===== config.mk =====
export PLATFORM = sky130hd
export DESIGN_NAME = tsc_touch_ctrl
export DESIGN_NICKNAME = d
export VERILOG_FILES = /design/src/common/tsc_pkg.sv /design/src/logic/tsc_touch_ctrl.sv /design/src/logic/tsc_pin_sync.sv /design/src/logic/tsc_recal_channel.sv
export VERILOG_INCLUDE_DIRS = /design/src /design/src/common
export SDC_FILE = /design/constraint.sdc
export NUM_CORES = 1
export LEC_CHECK = 0
export CAP_MARGIN = 20
export CORE_MARGIN = 4
export CORE_UTILIZATION = 45
export CTS_CLUSTER_DIAMETER = 50
export DETAILED_ROUTE_END_ITERATION = 7
export DONT_BUFFER_PORTS = 1
export PLACE_DENSITY = 0.58
export SYNTH_ARGS = -nofsm -noshare
export SYNTH_HDL_FRONTEND = slang
export SYNTH_SLANG_ARGS = --single-unit

===== constraint.sdc =====
create_clock -name clk_sys -period 4.6 [get_ports clk_sys]
set_input_delay 0.69 -clock clk_sys [delete_from_list [all_inputs] [get_ports clk_sys]]
set_output_delay 0.69 -clock clk_sys [all_outputs]
set_load 0.005 [all_outputs]

===== src/common/tsc_defines.svh =====
// Register indices, field positions, reset values and timing constants of the touch controller.
`ifndef TSC_DEFINES_SVH
`define TSC_DEFINES_SVH

// ----------------------------------------------------------------------------
// Register indices (byte address is four times the index)
// ----------------------------------------------------------------------------
`define TSC_IDX_SAMPLE_EN 8'h21
`define TSC_IDX_AVG_CFG 8'h24
`define TSC_IDX_RECAL 8'h26
`define TSC_IDX_IEN 8'h27
`define TSC_IDX_CTRL 8'h30
`define TSC_IDX_STATUS 8'h31
`define TSC_IDX_CALRES_BASE 8'h40
`define TSC_IDX_RESULT_BASE 8'h48
`define TSC_IDX_WINDOW_MASK 8'hf8

// ----------------------------------------------------------------------------
// Reset values and field positions
// ----------------------------------------------------------------------------
`define TSC_SAMPLE_EN_RST 8'hff
`define TSC_AVG_CFG_RST 8'h39
`define TSC_AVG_CFG_MASK 8'h7f
`define TSC_RECAL_RST 8'h00
`define TSC_IEN_RST 8'hff
`define TSC_CTRL_RST 8'h00
`define TSC_CTRL_REL_SUPPRESS 0
`define TSC_AVG_MSB 6
`define TSC_AVG_LSB 4
`define TSC_SAMP_MSB 3
`define TSC_SAMP_LSB 2
`define TSC_CYC_MSB 1
`define TSC_CYC_LSB 0

// ----------------------------------------------------------------------------
// Timing
// ----------------------------------------------------------------------------
`define TSC_CLK_HZ 10000000
`define TSC_SAMPLE_BASE_US 320
`define TSC_CYCLE_BASE_MS 35
`define TSC_CAL_MAX_MS 600
`define TSC_SAMPLE_BASE_CYC (`TSC_SAMPLE_BASE_US * (`TSC_CLK_HZ / 1000000))
`define TSC_CYCLE_BASE_CYC (`TSC_CYCLE_BASE_MS * (`TSC_CLK_HZ / 1000))
`define TSC_CAL_MAX_CYC (`TSC_CAL_MAX_MS * (`TSC_CLK_HZ / 1000))

`endif


===== src/common/tsc_pkg.sv =====
// Types shared by the touch sampling and calibration controller.
package tsc_pkg;

   typedef enum logic [1:0] {
      SEQ_OFF,
      SEQ_SAMPLE,
      SEQ_WAIT
   } tsc_seq_state_t;

   typedef struct packed {
      logic [2:0] sample_count_select;
      logic [1:0] per_sample_duration;
      logic [1:0] cycle_select;
   } tsc_cfg_t;

   typedef struct packed {
      logic valid;
      logic write;
      logic [7:0] idx;
   } tsc_bus_req_t;

   typedef struct packed {
      logic found;
      logic [2:0] ch;
   } tsc_ch_pick_t;

endpackage : tsc_pkg


===== src/logic/tsc_touch_ctrl.sv =====
// Touch sampling scheduler, recalibration control and interrupt gating with AHB-Lite registers.
//
// Function
// - Sample count per channel is 1 to 128, chosen by config bits 6..4.
// - All samples of a channel run back to back, then averaged and stored.
// - One sample lasts 320 us, 640 us, 1.28 ms or 2.56 ms by bits 3..2.
// - Cycle period is 35, 70, 105 or 140 ms by bits 1..0.
// - Channels are sampled at cycle start, the rest of the period is idle.
// - If sampling overruns the period, the cycle stretches until it finishes.
// - The configuration governs sampling only while the active power state holds.
// - Writing one to a request bit recalibrates that channel.
// - During recalibration, presses are not reported and base count is invalid.
// - A press during recalibration invalidates it and restarts the wait.
// - Completed recalibration updates that channel's 10-bit calibration result.
// - Hardware clears the request bit once recalibration succeeds.
// - Request bit 7 is channel 8 down to bit 0 for channel 1.
// - A touch raises the interrupt only when that channel's enable is one.
// - The channel enable gates release interrupts too.
// - Only enabled channels are sampled; period does not depend on their number.
// - Release suppress clear: press and release interrupt; set: press only.
//
// The AHB-Lite register port was left to the implementer.
`timescale 1ns/10ps
`include "tsc_defines.svh"
module tsc_touch_ctrl #(
   parameter logic [23:0] SAMPLE_BASE_CYC = 24'(`TSC_SAMPLE_BASE_CYC),
   parameter logic [23:0] CYCLE_BASE_CYC = 24'(`TSC_CYCLE_BASE_CYC),
   parameter logic [23:0] CAL_CYC = 24'(`TSC_CAL_MAX_CYC),
   parameter int CHANNELS = 8
) (
   input wire logic clk_sys,
   input wire logic rst_n,
   input wire logic hsel,
   input wire logic [31:0] haddr,
   input wire logic [1:0] htrans,
   input wire logic hwrite,
   input wire logic [2:0] hsize,
   input wire logic [31:0] hwdata,
   input wire logic hready,
   output logic [31:0] hrdata,
   output logic hreadyout,
   output logic hresp,
   input wire logic active_state,
   input wire logic [CHANNELS-1:0] touch_input,
   input wire logic [15:0] sample_value,
   input wire logic [9:0] cal_value,
   output logic sensing,
   output logic [2:0] sense_channel,
   output logic low_power_idle,
   output logic result_valid,
   output logic [2:0] result_channel,
   output logic [15:0] result_value,
   output logic [CHANNELS-1:0] base_count_invalid,
   output logic [CHANNELS-1:0] touch_report,
   output logic touch_irq
);

   // -------------------------------------------------------------------------
   // Helper functions
   // -------------------------------------------------------------------------
   // First enabled channel at or above 'from'.
   function automatic tsc_pkg::tsc_ch_pick_t pick_channel(input logic [7:0] en,
                                                         input logic [3:0] from);
      tsc_pkg::tsc_ch_pick_t p;
      p = '0;
      for (int i = 7; i >= 0; i--)
      begin
         if (en[i] && (4'(i) >= from))
         begin
            p.found = 1'b1;
            p.ch = 3'(i);
         end
      end
      return p;
   endfunction : pick_channel

   function automatic logic [23:0] period_cycles(input logic [1:0] code);
      logic [23:0] c;
      case (code)
         2'h0: c = CYCLE_BASE_CYC;
         2'h1: c = CYCLE_BASE_CYC << 1;
         2'h2: c = CYCLE_BASE_CYC + (CYCLE_BASE_CYC << 1);
         default: c = CYCLE_BASE_CYC << 2;
      endcase
      return c;
   endfunction : period_cycles

   // -------------------------------------------------------------------------
   // Pin synchronisation and recalibration channels
   // -------------------------------------------------------------------------
   logic [CHANNELS-1:0] touch_level;
   logic [CHANNELS-1:0] touch_rise;
   logic [CHANNELS-1:0] touch_fall;
   logic [CHANNELS-1:0] cal_busy;
   logic [CHANNELS-1:0] cal_done;
   logic [9:0] cal_result [CHANNELS];
   logic [7:0] recal_q, recal_d;

   tsc_pin_sync #(
      .WIDTH(CHANNELS)
   ) u_sync (
      .clk_sys(clk_sys),
      .rst_n(rst_n),
      .pin(touch_input),
      .level(touch_level),
      .rise(touch_rise),
      .fall(touch_fall)
   );

   genvar g;
   generate
      for (g = 0; g < CHANNELS; g++)
      begin : g_cal
         tsc_recal_channel #(
            .CAL_CYC(CAL_CYC)
         ) u_cal (
            .clk_sys(clk_sys),
            .rst_n(rst_n),
            .request(recal_q[g]),
            .press(touch_level[g]),
            .cal_value(cal_value),
            .busy(cal_busy[g]),
            .done(cal_done[g]),
            .result(cal_result[g])
         );
      end
   endgenerate

   // -------------------------------------------------------------------------
   // Register file and AHB-Lite slave
   // -------------------------------------------------------------------------
   logic [7:0] samp_en_q, samp_en_d;
   logic [7:0] cfg_q, cfg_d;
   logic [7:0] ien_q, ien_d;
   logic [7:0] ctrl_q, ctrl_d;
   tsc_pkg::tsc_bus_req_t dph_q, dph_d;
   logic [31:0] hrdata_q, hrdata_d;
   logic [15:0] meas_mem [CHANNELS];
   tsc_pkg::tsc_seq_state_t state_q;

   function automatic logic [31:0] read_reg(input logic [7:0] idx);
      logic [31:0] r;
      r = '0;
      if ((idx & `TSC_IDX_WINDOW_MASK) == `TSC_IDX_CALRES_BASE)
         r = {22'h000000, cal_result[idx[2:0]]};
      else if ((idx & `TSC_IDX_WINDOW_MASK) == `TSC_IDX_RESULT_BASE)
         r = {16'h0000, meas_mem[idx[2:0]]};
      else
      begin
         case (idx)
            `TSC_IDX_SAMPLE_EN: r = {24'h000000, samp_en_q};
            `TSC_IDX_AVG_CFG: r = {24'h000000, cfg_q};
            `TSC_IDX_RECAL: r = {24'h000000, recal_q};
            `TSC_IDX_IEN: r = {24'h000000, ien_q};
            `TSC_IDX_CTRL: r = {24'h000000, ctrl_q};
            `TSC_IDX_STATUS: r = {8'h00, cal_busy, touch_level, 6'h00,
                                  state_q == tsc_pkg::SEQ_WAIT,
                                  state_q == tsc_pkg::SEQ_SAMPLE};
            default: r = '0;
         endcase
      end
      return r;
   endfunction : read_reg

   logic wr_now;
   assign wr_now = dph_q.valid && dph_q.write;

   // Zero wait states: read data is fetched in the address phase, so it
   // stands registered through the whole data phase.
   always_comb
   begin
      dph_d = '0;
      hrdata_d = hrdata_q;
      if (hsel && hready && htrans[1])
      begin
         dph_d.valid = 1'b1;
         dph_d.write = hwrite;
         dph_d.idx = haddr[9:2];
         if (!hwrite)
            hrdata_d = read_reg(haddr[9:2]);
      end
      samp_en_d = samp_en_q;
      cfg_d = cfg_q;
      ien_d = ien_q;
      ctrl_d = ctrl_q;
      // A software set wins over a completion clear in the same cycle.
      recal_d = recal_q & ~cal_done;
      if (wr_now)
      begin
         case (dph_q.idx)
            `TSC_IDX_SAMPLE_EN: samp_en_d = hwdata[7:0];
            `TSC_IDX_AVG_CFG: cfg_d = hwdata[7:0] & `TSC_AVG_CFG_MASK;
            `TSC_IDX_RECAL: recal_d = recal_d | hwdata[7:0];
            `TSC_IDX_IEN: ien_d = hwdata[7:0];
            `TSC_IDX_CTRL: ctrl_d = {7'h00, hwdata[`TSC_CTRL_REL_SUPPRESS]};
            default: ;
         endcase
      end
   end

   always_ff @(posedge clk_sys or negedge rst_n)
   begin
      if (!rst_n)
      begin
         dph_q <= '0;
         hrdata_q <= '0;
         samp_en_q <= `TSC_SAMPLE_EN_RST;
         cfg_q <= `TSC_AVG_CFG_RST;
         recal_q <= `TSC_RECAL_RST;
         ien_q <= `TSC_IEN_RST;
         ctrl_q <= `TSC_CTRL_RST;
      end
      else
      begin
         dph_q <= dph_d;
         hrdata_q <= hrdata_d;
         samp_en_q <= samp_en_d;
         cfg_q <= cfg_d;
         recal_q <= recal_d;
         ien_q <= ien_d;
         ctrl_q <= ctrl_d;
      end
   end

   assign hrdata = hrdata_q;
   assign hreadyout = 1'b1;
   assign hresp = 1'b0;

   // -------------------------------------------------------------------------
   // Sampling sequencer
   // -------------------------------------------------------------------------
   tsc_pkg::tsc_seq_state_t state_d;
   tsc_pkg::tsc_cfg_t lat_q, lat_d;
   tsc_pkg::tsc_ch_pick_t pick;
   logic [7:0] en_lat_q, en_lat_d;
   logic [2:0] ch_q, ch_d;
   logic [7:0] smp_q, smp_d;
   logic [23:0] win_q, win_d;
   logic [23:0] per_q, per_d;
   logic [23:0] acc_q, acc_d;
   logic [23:0] sum;
   logic [23:0] per_last;
   logic [23:0] win_last;
   logic [7:0] smp_last;
   logic res_we_d;
   logic [15:0] res_val_d;
   logic cycle_start;

   // Settings are latched at cycle start so a write mid-cycle cannot mix
   // two sample counts inside one channel's average.
   assign per_last = period_cycles(lat_q.cycle_select) - 24'h000001;
   assign win_last = (SAMPLE_BASE_CYC << lat_q.per_sample_duration) - 24'h000001;
   assign smp_last = (8'h01 << lat_q.sample_count_select) - 8'h01;
   assign sum = acc_q + {8'h00, sample_value};

   always_comb
   begin
      state_d = state_q;
      lat_d = lat_q;
      en_lat_d = en_lat_q;
      ch_d = ch_q;
      smp_d = smp_q;
      win_d = win_q;
      acc_d = acc_q;
      res_we_d = 1'b0;
      res_val_d = '0;
      cycle_start = 1'b0;
      pick = '0;
      // The period counter runs on its own, so its length never depends on
      // which channels take part; it holds at its end while sampling overruns.
      per_d = (per_q == per_last) ? per_q : per_q + 24'h000001;
      case (state_q)
         tsc_pkg::SEQ_OFF:
         begin
            if (active_state)
               cycle_start = 1'b1;
         end
         tsc_pkg::SEQ_SAMPLE:
         begin
            if (win_q != win_last)
               win_d = win_q + 24'h000001;
            else
            begin
               win_d = '0;
               acc_d = sum;
               smp_d = smp_q + 8'h01;
               if (smp_q == smp_last)
               begin
                  res_we_d = 1'b1;
                  res_val_d = 16'(sum >> lat_q.sample_count_select);
                  acc_d = '0;
                  smp_d = '0;
                  pick = pick_channel(en_lat_q, {1'b0, ch_q} + 4'h1);
                  if (pick.found)
                     ch_d = pick.ch;
                  else if (per_q == per_last)
                     cycle_start = 1'b1;
                  else
                     state_d = tsc_pkg::SEQ_WAIT;
               end
            end
         end
         tsc_pkg::SEQ_WAIT:
         begin
            if (per_q == per_last)
               cycle_start = 1'b1;
         end
         default: state_d = tsc_pkg::SEQ_OFF;
      endcase
      if (cycle_start)
      begin
         lat_d = cfg_q[6:0];
         en_lat_d = samp_en_q;
         per_d = '0;
         win_d = '0;
         smp_d = '0;
         acc_d = '0;
         pick = pick_channel(samp_en_q, 4'h0);
         ch_d = pick.ch;
         state_d = pick.found ? tsc_pkg::SEQ_SAMPLE : tsc_pkg::SEQ_WAIT;
      end
      if (!active_state)
      begin
         state_d = tsc_pkg::SEQ_OFF;
         res_we_d = 1'b0;
      end
   end

   always_ff @(posedge clk_sys or negedge rst_n)
   begin
      if (!rst_n)
      begin
         state_q <= tsc_pkg::SEQ_OFF;
         lat_q <= 7'(`TSC_AVG_CFG_RST);
         en_lat_q <= `TSC_SAMPLE_EN_RST;
         ch_q <= '0;
         smp_q <= '0;
         win_q <= '0;
         per_q <= '0;
         acc_q <= '0;
      end
      else
      begin
         state_q <= state_d;
         lat_q <= lat_d;
         en_lat_q <= en_lat_d;
         ch_q <= ch_d;
         smp_q <= smp_d;
         win_q <= win_d;
         per_q <= per_d;
         acc_q <= acc_d;
      end
   end

   // Measured results are kept per channel for readback.
   always_ff @(posedge clk_sys or negedge rst_n)
   begin
      if (!rst_n)
      begin
         for (int i = 0; i < CHANNELS; i++)
            meas_mem[i] <= '0;
      end
      else if (res_we_d)
      begin
         meas_mem[ch_q] <= res_val_d;
      end
   end

   // -------------------------------------------------------------------------
   // Touch reporting and interrupt gating
   // -------------------------------------------------------------------------
   logic [7:0] press_ev;
   logic [7:0] release_ev;
   logic irq_d;

   always_comb
   begin
      press_ev = touch_rise & ~cal_busy & ien_q;
      release_ev = touch_fall & ~cal_busy & ien_q;
      irq_d = (|press_ev) ||
              ((|release_ev) && !ctrl_q[`TSC_CTRL_REL_SUPPRESS]);
   end

   logic sensing_q;
   logic [2:0] sense_ch_q;
   logic low_power_q;
   logic res_valid_q;
   logic [2:0] res_ch_q;
   logic [15:0] res_val_q;
   logic [7:0] base_inv_q;
   logic [7:0] report_q;
   logic irq_q;

   always_ff @(posedge clk_sys or negedge rst_n)
   begin
      if (!rst_n)
      begin
         sensing_q <= 1'b0;
         sense_ch_q <= '0;
         low_power_q <= 1'b0;
         res_valid_q <= 1'b0;
         res_ch_q <= '0;
         res_val_q <= '0;
         base_inv_q <= '0;
         report_q <= '0;
         irq_q <= 1'b0;
      end
      else
      begin
         sensing_q <= state_d == tsc_pkg::SEQ_SAMPLE;
         sense_ch_q <= ch_d;
         low_power_q <= state_d == tsc_pkg::SEQ_WAIT;
         res_valid_q <= res_we_d;
         res_ch_q <= ch_q;
         res_val_q <= res_val_d;
         base_inv_q <= cal_busy;
         report_q <= touch_level & ~cal_busy;
         irq_q <= irq_d;
      end
   end

   assign sensing = sensing_q;
   assign sense_channel = sense_ch_q;
   assign low_power_idle = low_power_q;
   assign result_valid = res_valid_q;
   assign result_channel = res_ch_q;
   assign result_value = res_val_q;
   assign base_count_invalid = base_inv_q;
   assign touch_report = report_q;
   assign touch_irq = irq_q;

endmodule : tsc_touch_ctrl


===== src/logic/tsc_pin_sync.sv =====
// Two-stage synchroniser with press and release edge detection for touch pins.
`timescale 1ns/10ps
module tsc_pin_sync #(
   parameter int WIDTH = 8
) (
   input wire logic clk_sys,
   input wire logic rst_n,
   input wire logic [WIDTH-1:0] pin,
   output logic [WIDTH-1:0] level,
   output logic [WIDTH-1:0] rise,
   output logic [WIDTH-1:0] fall
);

   logic [WIDTH-1:0] meta_q;
   logic [WIDTH-1:0] sync_q;
   logic [WIDTH-1:0] prev_q;

   // The edge detector only looks at the second stage and its delayed copy.
   always_ff @(posedge clk_sys or negedge rst_n)
   begin
      if (!rst_n)
      begin
         meta_q <= '0;
         sync_q <= '0;
         prev_q <= '0;
      end
      else
      begin
         meta_q <= pin;
         sync_q <= meta_q;
         prev_q <= sync_q;
      end
   end

   always_comb
   begin
      level = sync_q;
      rise = sync_q & ~prev_q;
      fall = ~sync_q & prev_q;
   end

endmodule : tsc_pin_sync


===== src/logic/tsc_recal_channel.sv =====
// Recalibration timer and result holder for one touch channel.
`timescale 1ns/10ps
`include "tsc_defines.svh"
module tsc_recal_channel #(
   parameter logic [23:0] CAL_CYC = 24'(`TSC_CAL_MAX_CYC)
) (
   input wire logic clk_sys,
   input wire logic rst_n,
   input wire logic request,
   input wire logic press,
   input wire logic [9:0] cal_value,
   output logic busy,
   output logic done,
   output logic [9:0] result
);

   logic busy_q, busy_d;
   logic done_q, done_d;
   logic [23:0] cnt_q, cnt_d;
   logic [9:0] result_q, result_d;

   // done_q blocks a restart in the cycle before the request bit falls.
   always_comb
   begin
      busy_d = busy_q;
      done_d = 1'b0;
      cnt_d = cnt_q;
      result_d = result_q;
      if (!busy_q)
      begin
         if (request && !done_q)
         begin
            busy_d = 1'b1;
            cnt_d = '0;
         end
      end
      else if (press)
      begin
         cnt_d = '0;
      end
      else if (cnt_q == CAL_CYC - 24'h000001)
      begin
         busy_d = 1'b0;
         done_d = 1'b1;
         result_d = cal_value;
      end
      else
      begin
         cnt_d = cnt_q + 24'h000001;
      end
   end

   always_ff @(posedge clk_sys or negedge rst_n)
   begin
      if (!rst_n)
      begin
         busy_q <= 1'b0;
         done_q <= 1'b0;
         cnt_q <= '0;
         result_q <= '0;
      end
      else
      begin
         busy_q <= busy_d;
         done_q <= done_d;
         cnt_q <= cnt_d;
         result_q <= result_d;
      end
   end

   assign busy = busy_q;
   assign done = done_q;
   assign result = result_q;

endmodule : tsc_recal_channel


[Word level (Yosys, flattened, before mapping)]
Cells that the tools add are included.
Word-level totals
  word-level logic and storage cells: 397
  register bits: 653
  output and inout port bits: 76
  input port bits: 109
Operators by class
  eq/ne operators: 40
  bitwise operators: 24
  reduce and logical (&&, ||, !) cells: 70
  add/sub/neg operators: 16
  multiplexer cells: 163
  order comparisons: 11
  shift-type cells: 3
Operators with widths (number)
  $mux W24: 41
  $add A24 B1 Y24 const B: 10
  $eq A24 B23 Y1 const B: 8
  $pmux W24 S6: 1
  $bwmux W128: 1
  $mux W16: 6
  $eq A8 B6 Y1 const B: 11
  $mux W4: 20
  $mux W1: 65
  $and A8 B8 Y8: 8
  $mux W32: 2
  $pmux W21 S3: 1
  $bmux W16 S3: 1
  $demux W16 S3: 1
  $mux W8: 6
  $sub A24 B1 Y24 const B: 2
  $not A8 Y8: 4
  $bmux W10 S3: 1
  $mux W10: 3
  $reduce_and A2 Y1: 14
  $add A24 B16 Y24: 1
  $eq A24 B24 Y1: 1
  $ne A24 B24 Y1: 1
  $ne A3 B3 Y1 const B: 8
  other kinds (32): 110

[Longest topological paths before layout]
Gate-level depths: netlist of the first run.
  depth after elaboration: 23
  depth in mapped cells: 18

[Cells and area by module]
Synthesis of the first run repeated with hierarchy kept, for this count alone.
Second synthesis, totals
  cell total of the unflattened synthesis: 3364
  area, all modules: 34500.6 um^2
By module, submodules not included
  tsc_touch_ctrl: area each 18074.8 um^2, instances 1, cells an instance 1732
  tsc_recal_channel: area each 1960.6 um^2, instances 8, cells an instance 199
  tsc_pin_sync: area each 740.7 um^2, instances 1, cells an instance 40

[Worst setup path after synthesis of the first run]
No wires, ideal clock.
  path type: register to register
  start point: register lat_q[4] in the netlist's numbering
  end point: register meas_mem[117] in the netlist's numbering
  path slack: 0.406 ns
  data required time: 4.532 ns
  library setup time: 0.068 ns
  stages on the path, launching flop included: 15
  arrival time: 4.126 ns
  buffers on the path: 4
  cell sequence: dfstp_2 > clkbuf_1 > clkbuf_1 > clkbuf_1 > clkbuf_1 > nand2_1 > ha_1 > and2_1 > o21ai_0 > and3b_1 > o2111ai_1 > nor2_1 > nand2_1 > o32ai_1 > mux2_2
Between the ends
  longest elaborated chain between the ends: 7
  elaborated cells on any way between the ends: 12
Ends and longest elaborated chain
  start, declared: line tsc_touch_ctrl.sv:233  | tsc_pkg::tsc_cfg_t lat_q, lat_d;
  start signal, assigned: line tsc_touch_ctrl.sv:334  | lat_q <= 7'(`TSC_AVG_CFG_RST);
  start signal, assigned: line tsc_touch_ctrl.sv:345  | lat_q <= lat_d;
  $shl A1 B3 Y8: line tsc_touch_ctrl.sv:253  | assign smp_last = (8'h01 << lat_q.sample_count_select) - 8'h01;
  $sub A8 B1 Y8: line tsc_touch_ctrl.sv:253
  $eq A8 B8 Y1: line tsc_touch_ctrl.sv:287  | if (smp_q == smp_last)
  $mux W16 (*): line tsc_touch_ctrl.sv:287
  $mux W16 (*): line tsc_touch_ctrl.sv:280  | if (win_q != win_last)
  $mux W16 (*): line tsc_touch_ctrl.sv:272  | case (state_q)
  net res_val_d[5]: line tsc_touch_ctrl.sv:246  | logic [15:0] res_val_d;
  $bwmux W128 (*): line tsc_touch_ctrl.sv:365  | meas_mem[ch_q] <= res_val_d;
  end signal, assigned by index: line tsc_touch_ctrl.sv:365
  end, declared: line tsc_touch_ctrl.sv:138  | logic [15:0] meas_mem [CHANNELS];
The timed path passes the listed nets; every way through them passes the cells marked *.
A chain may end at the register's enable or synchronous reset.

[Worst setup path in the final report of the first run]
  start point: register lat_q[5] in the netlist's numbering
  end point: register meas_mem[1] in the netlist's numbering
Between the ends
  longest elaborated chain between the ends: 7
  elaborated cells on any way between the ends: 12
Ends and longest elaborated chain (line)
  $shl A1 B3 Y8: tsc_touch_ctrl.sv:253
  $sub A8 B1 Y8: tsc_touch_ctrl.sv:253
  $eq A8 B8 Y1: tsc_touch_ctrl.sv:287
  $mux W16 / $mux W1 (equally long branches): tsc_touch_ctrl.sv:287
  $mux W16 / $mux W1 (equally long branches): tsc_touch_ctrl.sv:280
  $mux W16 / $mux W1 (equally long branches): tsc_touch_ctrl.sv:272
  $bwmux W128 / $mux W1 (equally long branches): tsc_touch_ctrl.sv:365, tsc_touch_ctrl.sv:322
Several ways; a longest one is shown, not always the timed one.

==> run_results.csv, run 1 <==
group,metric,value,unit
drt,via_per_inst,5.86,
worst_setup_path,worstRegToRegCells,11,
worst_setup_path,cp.required,5140,ps
worst_setup_path,crit_path_start_kind,"register",
synth,seq_area_frac_synth,50.4,%
placed_design,pre_cts_ws,547,ps
placed_design,place_area,33000,um^2
synth,ys_async_sr_fraction,100,%
pwr,p_switching,3120,uW
worst_setup_path,r2r-end,"meas_mem[1]$_DFFE_PN0P_",
grt,grtUsageMet3,4.25,%
final_layout,utilization,51.1,%
drt,wl_per_cell,20.0,um
clock_network,h-tree-depth,3,
final_layout,nets,3393,
synth,yosysWarningCount,0,
pwr,sw_frac_of_total,23.5,%
clock_network,post_cts_buffers,0,
clock_network,cts_tree,"built",
final_layout,drive_gt1_share,13.4,%
die,core-area,70400,um^2
sta,timing.slew.headroom,-51.6,%
synth,synth_cell_types,82,
synth,ys_ff_latch,644,
clock_network,cts_buffer_depth,3,
drt,drt_pre_antenna_iters,6,
final_layout,stdcell_area,35900,um^2
synth,synthTopCellsByArea,"dfrtp_1 48%, o21ai_0 6.0%, nand2_1 5.9%",
synth,syn_avg_cell_area,9.81,um^2
grt,grt_start_max_net_pins,645,
worst_hold_path,hold_path.class,"input port to async pin",
final_layout,nFillCells,6318,
grt,grt_pass1_vias,24500,
die,row_count,97,
grt,use_met1,31.7,%
sta,slew_violations,465,
worst_setup_path,r2r_setup_slack,600,ps
clock_network,cts_sinks,644,
synth,synth_top_cell_area_share,47.7,%
drt,drtIter0Drc,2262,
worst_setup_path,slowest_delay,890,ps
pwr,leakage,0.0159,uW
clock_network,cts_root_buffer,"clkbuf_16",
clock_network,clkLatencyLatePin,630,ps
synth,synth_edf_count,0,
die,fp.dieH,275,um
worst_setup_path,r2r-start,"lat_q[5]$_DFFE_PN1P_",
final_layout,syn2layout_area_growth,12.1,%
sta,rsz0062_at_grt,"false",
synth,yosysMostFrequentCell,"dfrtp_1",
worst_setup_path,cp-end-kind,"register",
die,initial_core_util,45.6,%
die,fp.dieArea,75600,um^2
sta,period_share,86.9,%
grt,busiest_layer,"met2",
drt,num_vias,24900,
clock_network,cts_buffers,83,
grt,overflow,0,
grt,grt_pass1_wl,137,mm
sta,hold_viol_final,62,
sta,fin_setup_tns,0,ps
drt,ant_nets,0,
worst_setup_path,worstSetupPathType,"register to register",
synth,syn-cell-area,32100,um^2
placed_design,post-dp-hpwl,57.5,mm
run_status,violations,"hold timing, slew limit",
synth,synth_area_leader_cell,"dfrtp_1",
sta,finClkSkew,30.6,ps
sta,post-route-min-period,4000,ps
clock_network,clk_pin_slew,60,ps
sta,max_freq,250,MHz
pwr,total_power,13300,uW
synth,ys.flop_type,"dfrtp_1",
worst_setup_path,arrival,4540,ps
run_status,outcome,"complete, but fails checks",
worst_setup_path,crit_chain,"nor2_1 > nand2_1 > ha_1 > nor3_1 > o21ai_0 > a21boi_0 > o2111ai_1 > nor2_1 > nand2_1 > a211oi_1 > mux2_2",
worst_setup_path,crit_family,"compound AO/OA/AOI/OAI gates",
die,die_w,275,um
sta,setup_viol,0,
placed_design,finalWeightedCongestion,0.887,
pwr,vdd_drop_max,0.263,mV
die,io_pins,185,
worst_setup_path,path_max_fanout,10,
sta,worst_pin_slew,2270,ps
placed_design,io_buffers,0,
drt,drc,0,
worst_setup_path,crit_buf_inv,0,
grt,use_met2,35.7,%
drt,routed_wl,85.3,mm
grt,grt.total_usage,22.5,%
pwr,power_density,369,nW/um^2
synth,synth_common_cells,"612 x dfrtp_1, 508 x nand2_1, 382 x o21ai_0",
worst_setup_path,cpMaxStageDelayCell,"a211oi_1",
pwr,p_seq_share,43.9,%
synth,synthCells,3270,
clock_network,cts_resized,0,
grt,antenna_found_initial,2,
pwr,comb_power_share,4.9,%
sta,worst_slack,601,ps
pwr,clkPwrFrac,51.1,%
pwr,internal_power,10100,uW
flow_run,cap_violations,0,
sta,holdWs,-170,ps
-- through the flow --
stage / hold WS, ps / instances
after global routing: -201 / 4256
after floorplan: 331 / 3278
after global placement: 336 / 4101
after detailed placement: 335 / 4101
after CTS: -213 / 4255
final: -170 / 4257
-- final cells by class --
type / count / area, um^2 / area share [%]
timing repair buffer: 54 / 405 / 1.13
sequential: 644 / 16200 / 44.9
clock inverter: 45 / 579 / 1.61
antenna: 2 / 5.00 / 0.0139
multi-input combinational: 2420 / 15100 / 42.1
clock buffer: 109 / 2350 / 6.53
inverter: 43 / 161 / 0.449
tap: 940 / 1180 / 3.27
-- cell families (layout without fill, tap and decap cells) --
group / after synthesis / in the layout / synth area share (%)
xor+xnor: 99 / 99 / 2.70
compound gates: 716 / 716 / 13.0
other cells: 2 / 12 / 0.0234
simple gates: 1332 / 1332 / 19.7
buf+inv: 214 / 251 / 2.75
flops: 644 / 644 / 50.4
mux: 225 / 225 / 9.91
fa+ha+maj: 38 / 38 / 1.51
-- layer usage --
layer  part of all wire, %  up-vias
li1                      -    11600
met1                    45    12500
met2                    46      689
met3                   5.9      130
met4                   2.9        0
met5                     0        -
-- power by group through the flow --
stage | combinational, uW | sequential [uW] | clock, uW
2_1_floorplan | 511 | 5880 | 0
3_3_place_gp | 631 | 5930 | 0
3_5_place_dp | 643 | 5930 | 0
4_1_cts | 646 | 5830 | 6940
5_1_grt | 716 | 5840 | 7180
6_report | 653 | 5830 | 6780
-- worst max path at each step --
stage	depth (start not counted)	slack (ps)	to	startpoint
global placement	11	600	meas_mem[90]$_DFFE_PN0P_	sample_value[0]
detailed placement	11	550	meas_mem[42]$_DFFE_PN0P_	sample_value[0]
finish	11	600	meas_mem[1]$_DFFE_PN0P_	lat_q[5]$_DFFE_PN1P_
global route	11	380	meas_mem[113]$_DFFE_PN0P_	lat_q[5]$_DFFE_PN1P_
CTS	10	630	meas_mem[47]$_DFFE_PN0P_	lat_q[3]$_DFFE_PN1P_
floorplan	14	410	meas_mem[117]$_DFFE_PN0P_	lat_q[4]$_DFFE_PN1P_
-- state kept, by name, indices dropped and copies added, names as in the netlist, 10 cells and up --
register            count
g_cal.u_cal.cnt_q     192
meas_mem              128
g_cal.u_cal.result     80
hrdata                 24
per_q                  24
win_q                  24
acc_q                  23
result_value           16
dph_q                  10
-- placed cells by master, fill, tap and decap left out, types with 61 or more instances in the layout --
master       n
mux2_2     126
nor2_1     289
nand2_1    508
a21oi_1    108
xor2_1      65
nand3_1     88
o21ai_0    380
mux4_2      61
dfrtp_1    612
nand4_1     64
clkbuf_16   85
and3_1      87
-- worst reg2reg max path, stage by stage, from the launching register on --
cell and delay (ps):
dfstp_2 410, nor2_1 400, nand2_1 170, ha_1 310, nor3_1 210, o21ai_0 130, a21boi_0 210, o2111ai_1 290
nor2_1 210, nand2_1 350, a211oi_1 900, mux2_2 310
(Power assumes the default switching activity.)
==> run 2, diff against run 1 <==
==> constraint.sdc (replaced) <==
create_clock -name clk_sys -period 4.6 [get_ports clk_sys]
set_input_delay 0.23 -clock clk_sys [delete_from_list [all_inputs] [get_ports clk_sys]]
set_output_delay 0.23 -clock clk_sys [all_outputs]
set_load 0.005 [all_outputs]
==> run 2 against run 1 <==
Effect of this change: the flow still finishes with violations (hold timing, slew limit); count of clock-buffer cells in the layout is 4 higher; clock skew is 2.6 ps higher; cell count is 0.94% higher; worst hold slack worse by 430 ps; via count is 1.2% higher; final area is 0.79% higher; largest power group unchanged; highest routed layer is now met5.
==> run_results.csv, run 2 (synthesis gave the netlist of run 1 again) <==
group,metric,value,unit
worst_hold_path,hold_path.class,"input port to async pin",
final_layout,nFillCells,6336,
worst_setup_path,cp-end-kind,"register",
flow_run,cap_violations,0,
final_layout,final_cell_mix,"612 x dfrtp_1, 508 x nand2_1, 380 x o21ai_0",
worst_setup_path,worstSetupPathType,"register to register",
pwr,power_density,362,nW/um^2
grt,antenna_found_initial,7,
clock_network,h-tree-depth,3,
final_layout,nets,3430,
grt,overflow,0,
grt,grt_pass1_vias,24500,
sta,post-route-min-period,3990,ps
sta,finClkSkew,33.2,ps
clock_network,cts_sinks,644,
clock_network,cts_buffers,86,
run_status,outcome,"complete, but fails checks",
final_layout,drive_gt1_share,13.1,%
clock_network,clk_pin_slew,60,ps
sta,hold_viol_final,612,
clock_network,cts_root_buffer,"clkbuf_16",
sta,fin_setup_tns,0,ps
final_layout,layout_commonest_cell,"dfrtp_1",
worst_setup_path,crit_path_start_kind,"register",
final_layout,largest_reg_flops,192,
die,fp.dieH,275,um
die,fp.dieArea,75600,um^2
sta,setup_viol,0,
drt,routed_wl,85.9,mm
worst_setup_path,r2r_setup_slack,610,ps
grt,grt_start_max_net_pins,645,
sta,timing.slew.headroom,-70.1,%
die,die_w,275,um
pwr,total_power,13100,uW
worst_setup_path,worstRegToRegCells,12,
final_layout,syn2layout_area_growth,13.0,%
worst_setup_path,path_max_fanout,20,
sta,slew_violations,477,
run_status,violations,"hold timing, slew limit",
drt,drc,0,
worst_setup_path,cp-startpoint,"lat_q[3]$_DFFE_PN1P_",
clock_network,cts_buffer_depth,3,
placed_design,post-dp-hpwl,57.3,mm
clock_network,post_cts_buffers,0,
grt,grt.total_usage,22.6,%
worst_setup_path,critPathCapture,"meas_mem[9]$_DFFE_PN0P_",
worst_setup_path,cp.required,5060,ps
pwr,leakage,0.0160,uW
sta,max_freq,250,MHz
final_layout,top_register,"g_cal.u_cal.cnt_q",
pwr,vdd_drop_max,0.256,mV
sta,period_share,86.8,%
final_layout,utilization,51.5,%
drt,ant_nets,0,
worst_setup_path,r2r-end,"meas_mem[9]$_DFFE_PN0P_",
sta,rsz0062_at_grt,"false",
die,row_count,97,
worst_setup_path,r2r-start,"lat_q[3]$_DFFE_PN1P_",
drt,drt_pre_antenna_iters,5,
final_layout,multi_input_area,15100,um^2
grt,grt_pass1_wl,137,mm
placed_design,io_buffers,0,
final_layout,seqCellArea,16200,um^2
drt,via_per_inst,5.87,
worst_setup_path,arrival,4450,ps
sta,worst_pin_slew,2550,ps
clock_network,cts_resized,0,
clock_network,hold_buffers,40,
die,io_pins,185,
drt,wl_per_cell,20.0,um
die,core-area,70400,um^2
sta,holdWs,-597,ps
placed_design,finalWeightedCongestion,0.905,
clock_network,clkLatencyLatePin,630,ps
clock_network,cts_tree,"built",
drt,num_vias,25200,
die,initial_core_util,45.6,%
drt,drtIter0Drc,2151,
## run 2: changes by cell type in the layout (fill, tap and decap cells not counted), moves of 2 or more
cell,change
clkinv_8,-2
clkbuf_1,+4
clkbuf_8,-4
clkbuf_16,+4
dlygate4sd3_1,+40
clkinvlp_4,+7
bufinv_16,-5
buf_4,-6
## run 2: worst min-delay path by stage
| stage | startpoint | end | slack [ps] | depth (start not counted) |
|---|---|---|---|---|
| final | rst_n | g_cal[3].u_cal.cnt_q[10]$_DFFE_PN0P_ | -600 | 0 |
| after detailed placement | rst_n | g_cal[3].u_cal.cnt_q[10]$_DFFE_PN0P_ | 3 | 0 |
| after floorplan | rst_n | acc_q[0]$_DFFE_PN0P_ | -70 | 0 |
| after global placement | rst_n | g_cal[3].u_cal.cnt_q[17]$_DFFE_PN0P_ | 5 | 0 |
| after global routing | rst_n | g_cal[3].u_cal.cnt_q[10]$_DFFE_PN0P_ | -650 | 0 |
| after CTS | rst_n | hrdata[8]$_DFFE_PN0P_ | -670 | 0 |
## run 2: final cells by class
class / count / area share (%)
Tap cell: 940 / 3.25
Clock buffer: 113 / 6.64
Inverter: 43 / 0.445
Clock inverter: 46 / 1.25
Multi-Input combinational cell: 2420 / 41.7
Timing Repair Buffer: 88 / 2.10
Antenna cell: 3 / 0.0207
Sequential cell: 644 / 44.6
## run 2: routing by layer
| layer | part of all wire [%] | GRT usage [%] | vias to the layer above |
|---|---|---|---|
| li1 | - | - | 11700 |
| met1 | 46 | 32.3 | 12700 |
| met2 | 46 | 35.5 | 709 |
| met3 | 5.8 | 4.20 | 142 |
| met4 | 2.6 | 6.33 | 6 |
| met5 | 0.042 | 0 | - |
## run 2: stage by stage
| stage | worst slack (ps) | cell area [um^2] | std cells |
|---|---|---|---|
| floorplan | 406 | 32100 | 3278 |
| global placement | 615 | 33000 | 4095 |
| detailed placement | 639 | 33000 | 4095 |
| CTS | 609 | 36200 | 4294 |
| global route | 357 | 36200 | 4294 |
| finish | 608 | 36200 | 4297 |
## run 2: report_power, final
| group | leakage (uW) | internal, uW | switching, uW |
|---|---|---|---|
| Combinational | 0.00612 | 262 | 420 |
| Sequential | 0.00853 | 5740 | 97.7 |
| Clock | 0.00137 | 3970 | 2630 |
| Total | 0.0160 | 9970 | 3150 |
## run 2: worst max-delay path: stages (launching register included)
cell and delay, ps:
dfstp_2 550, inv_1 70, ha_1 280, xnor2_1 150, nand4_1 100, or4_1 500, or2_0 460, nor3_4 290
nand2_2 190, or3_1 770, buf_4 320, nand2_1 60, o21ai_0 70
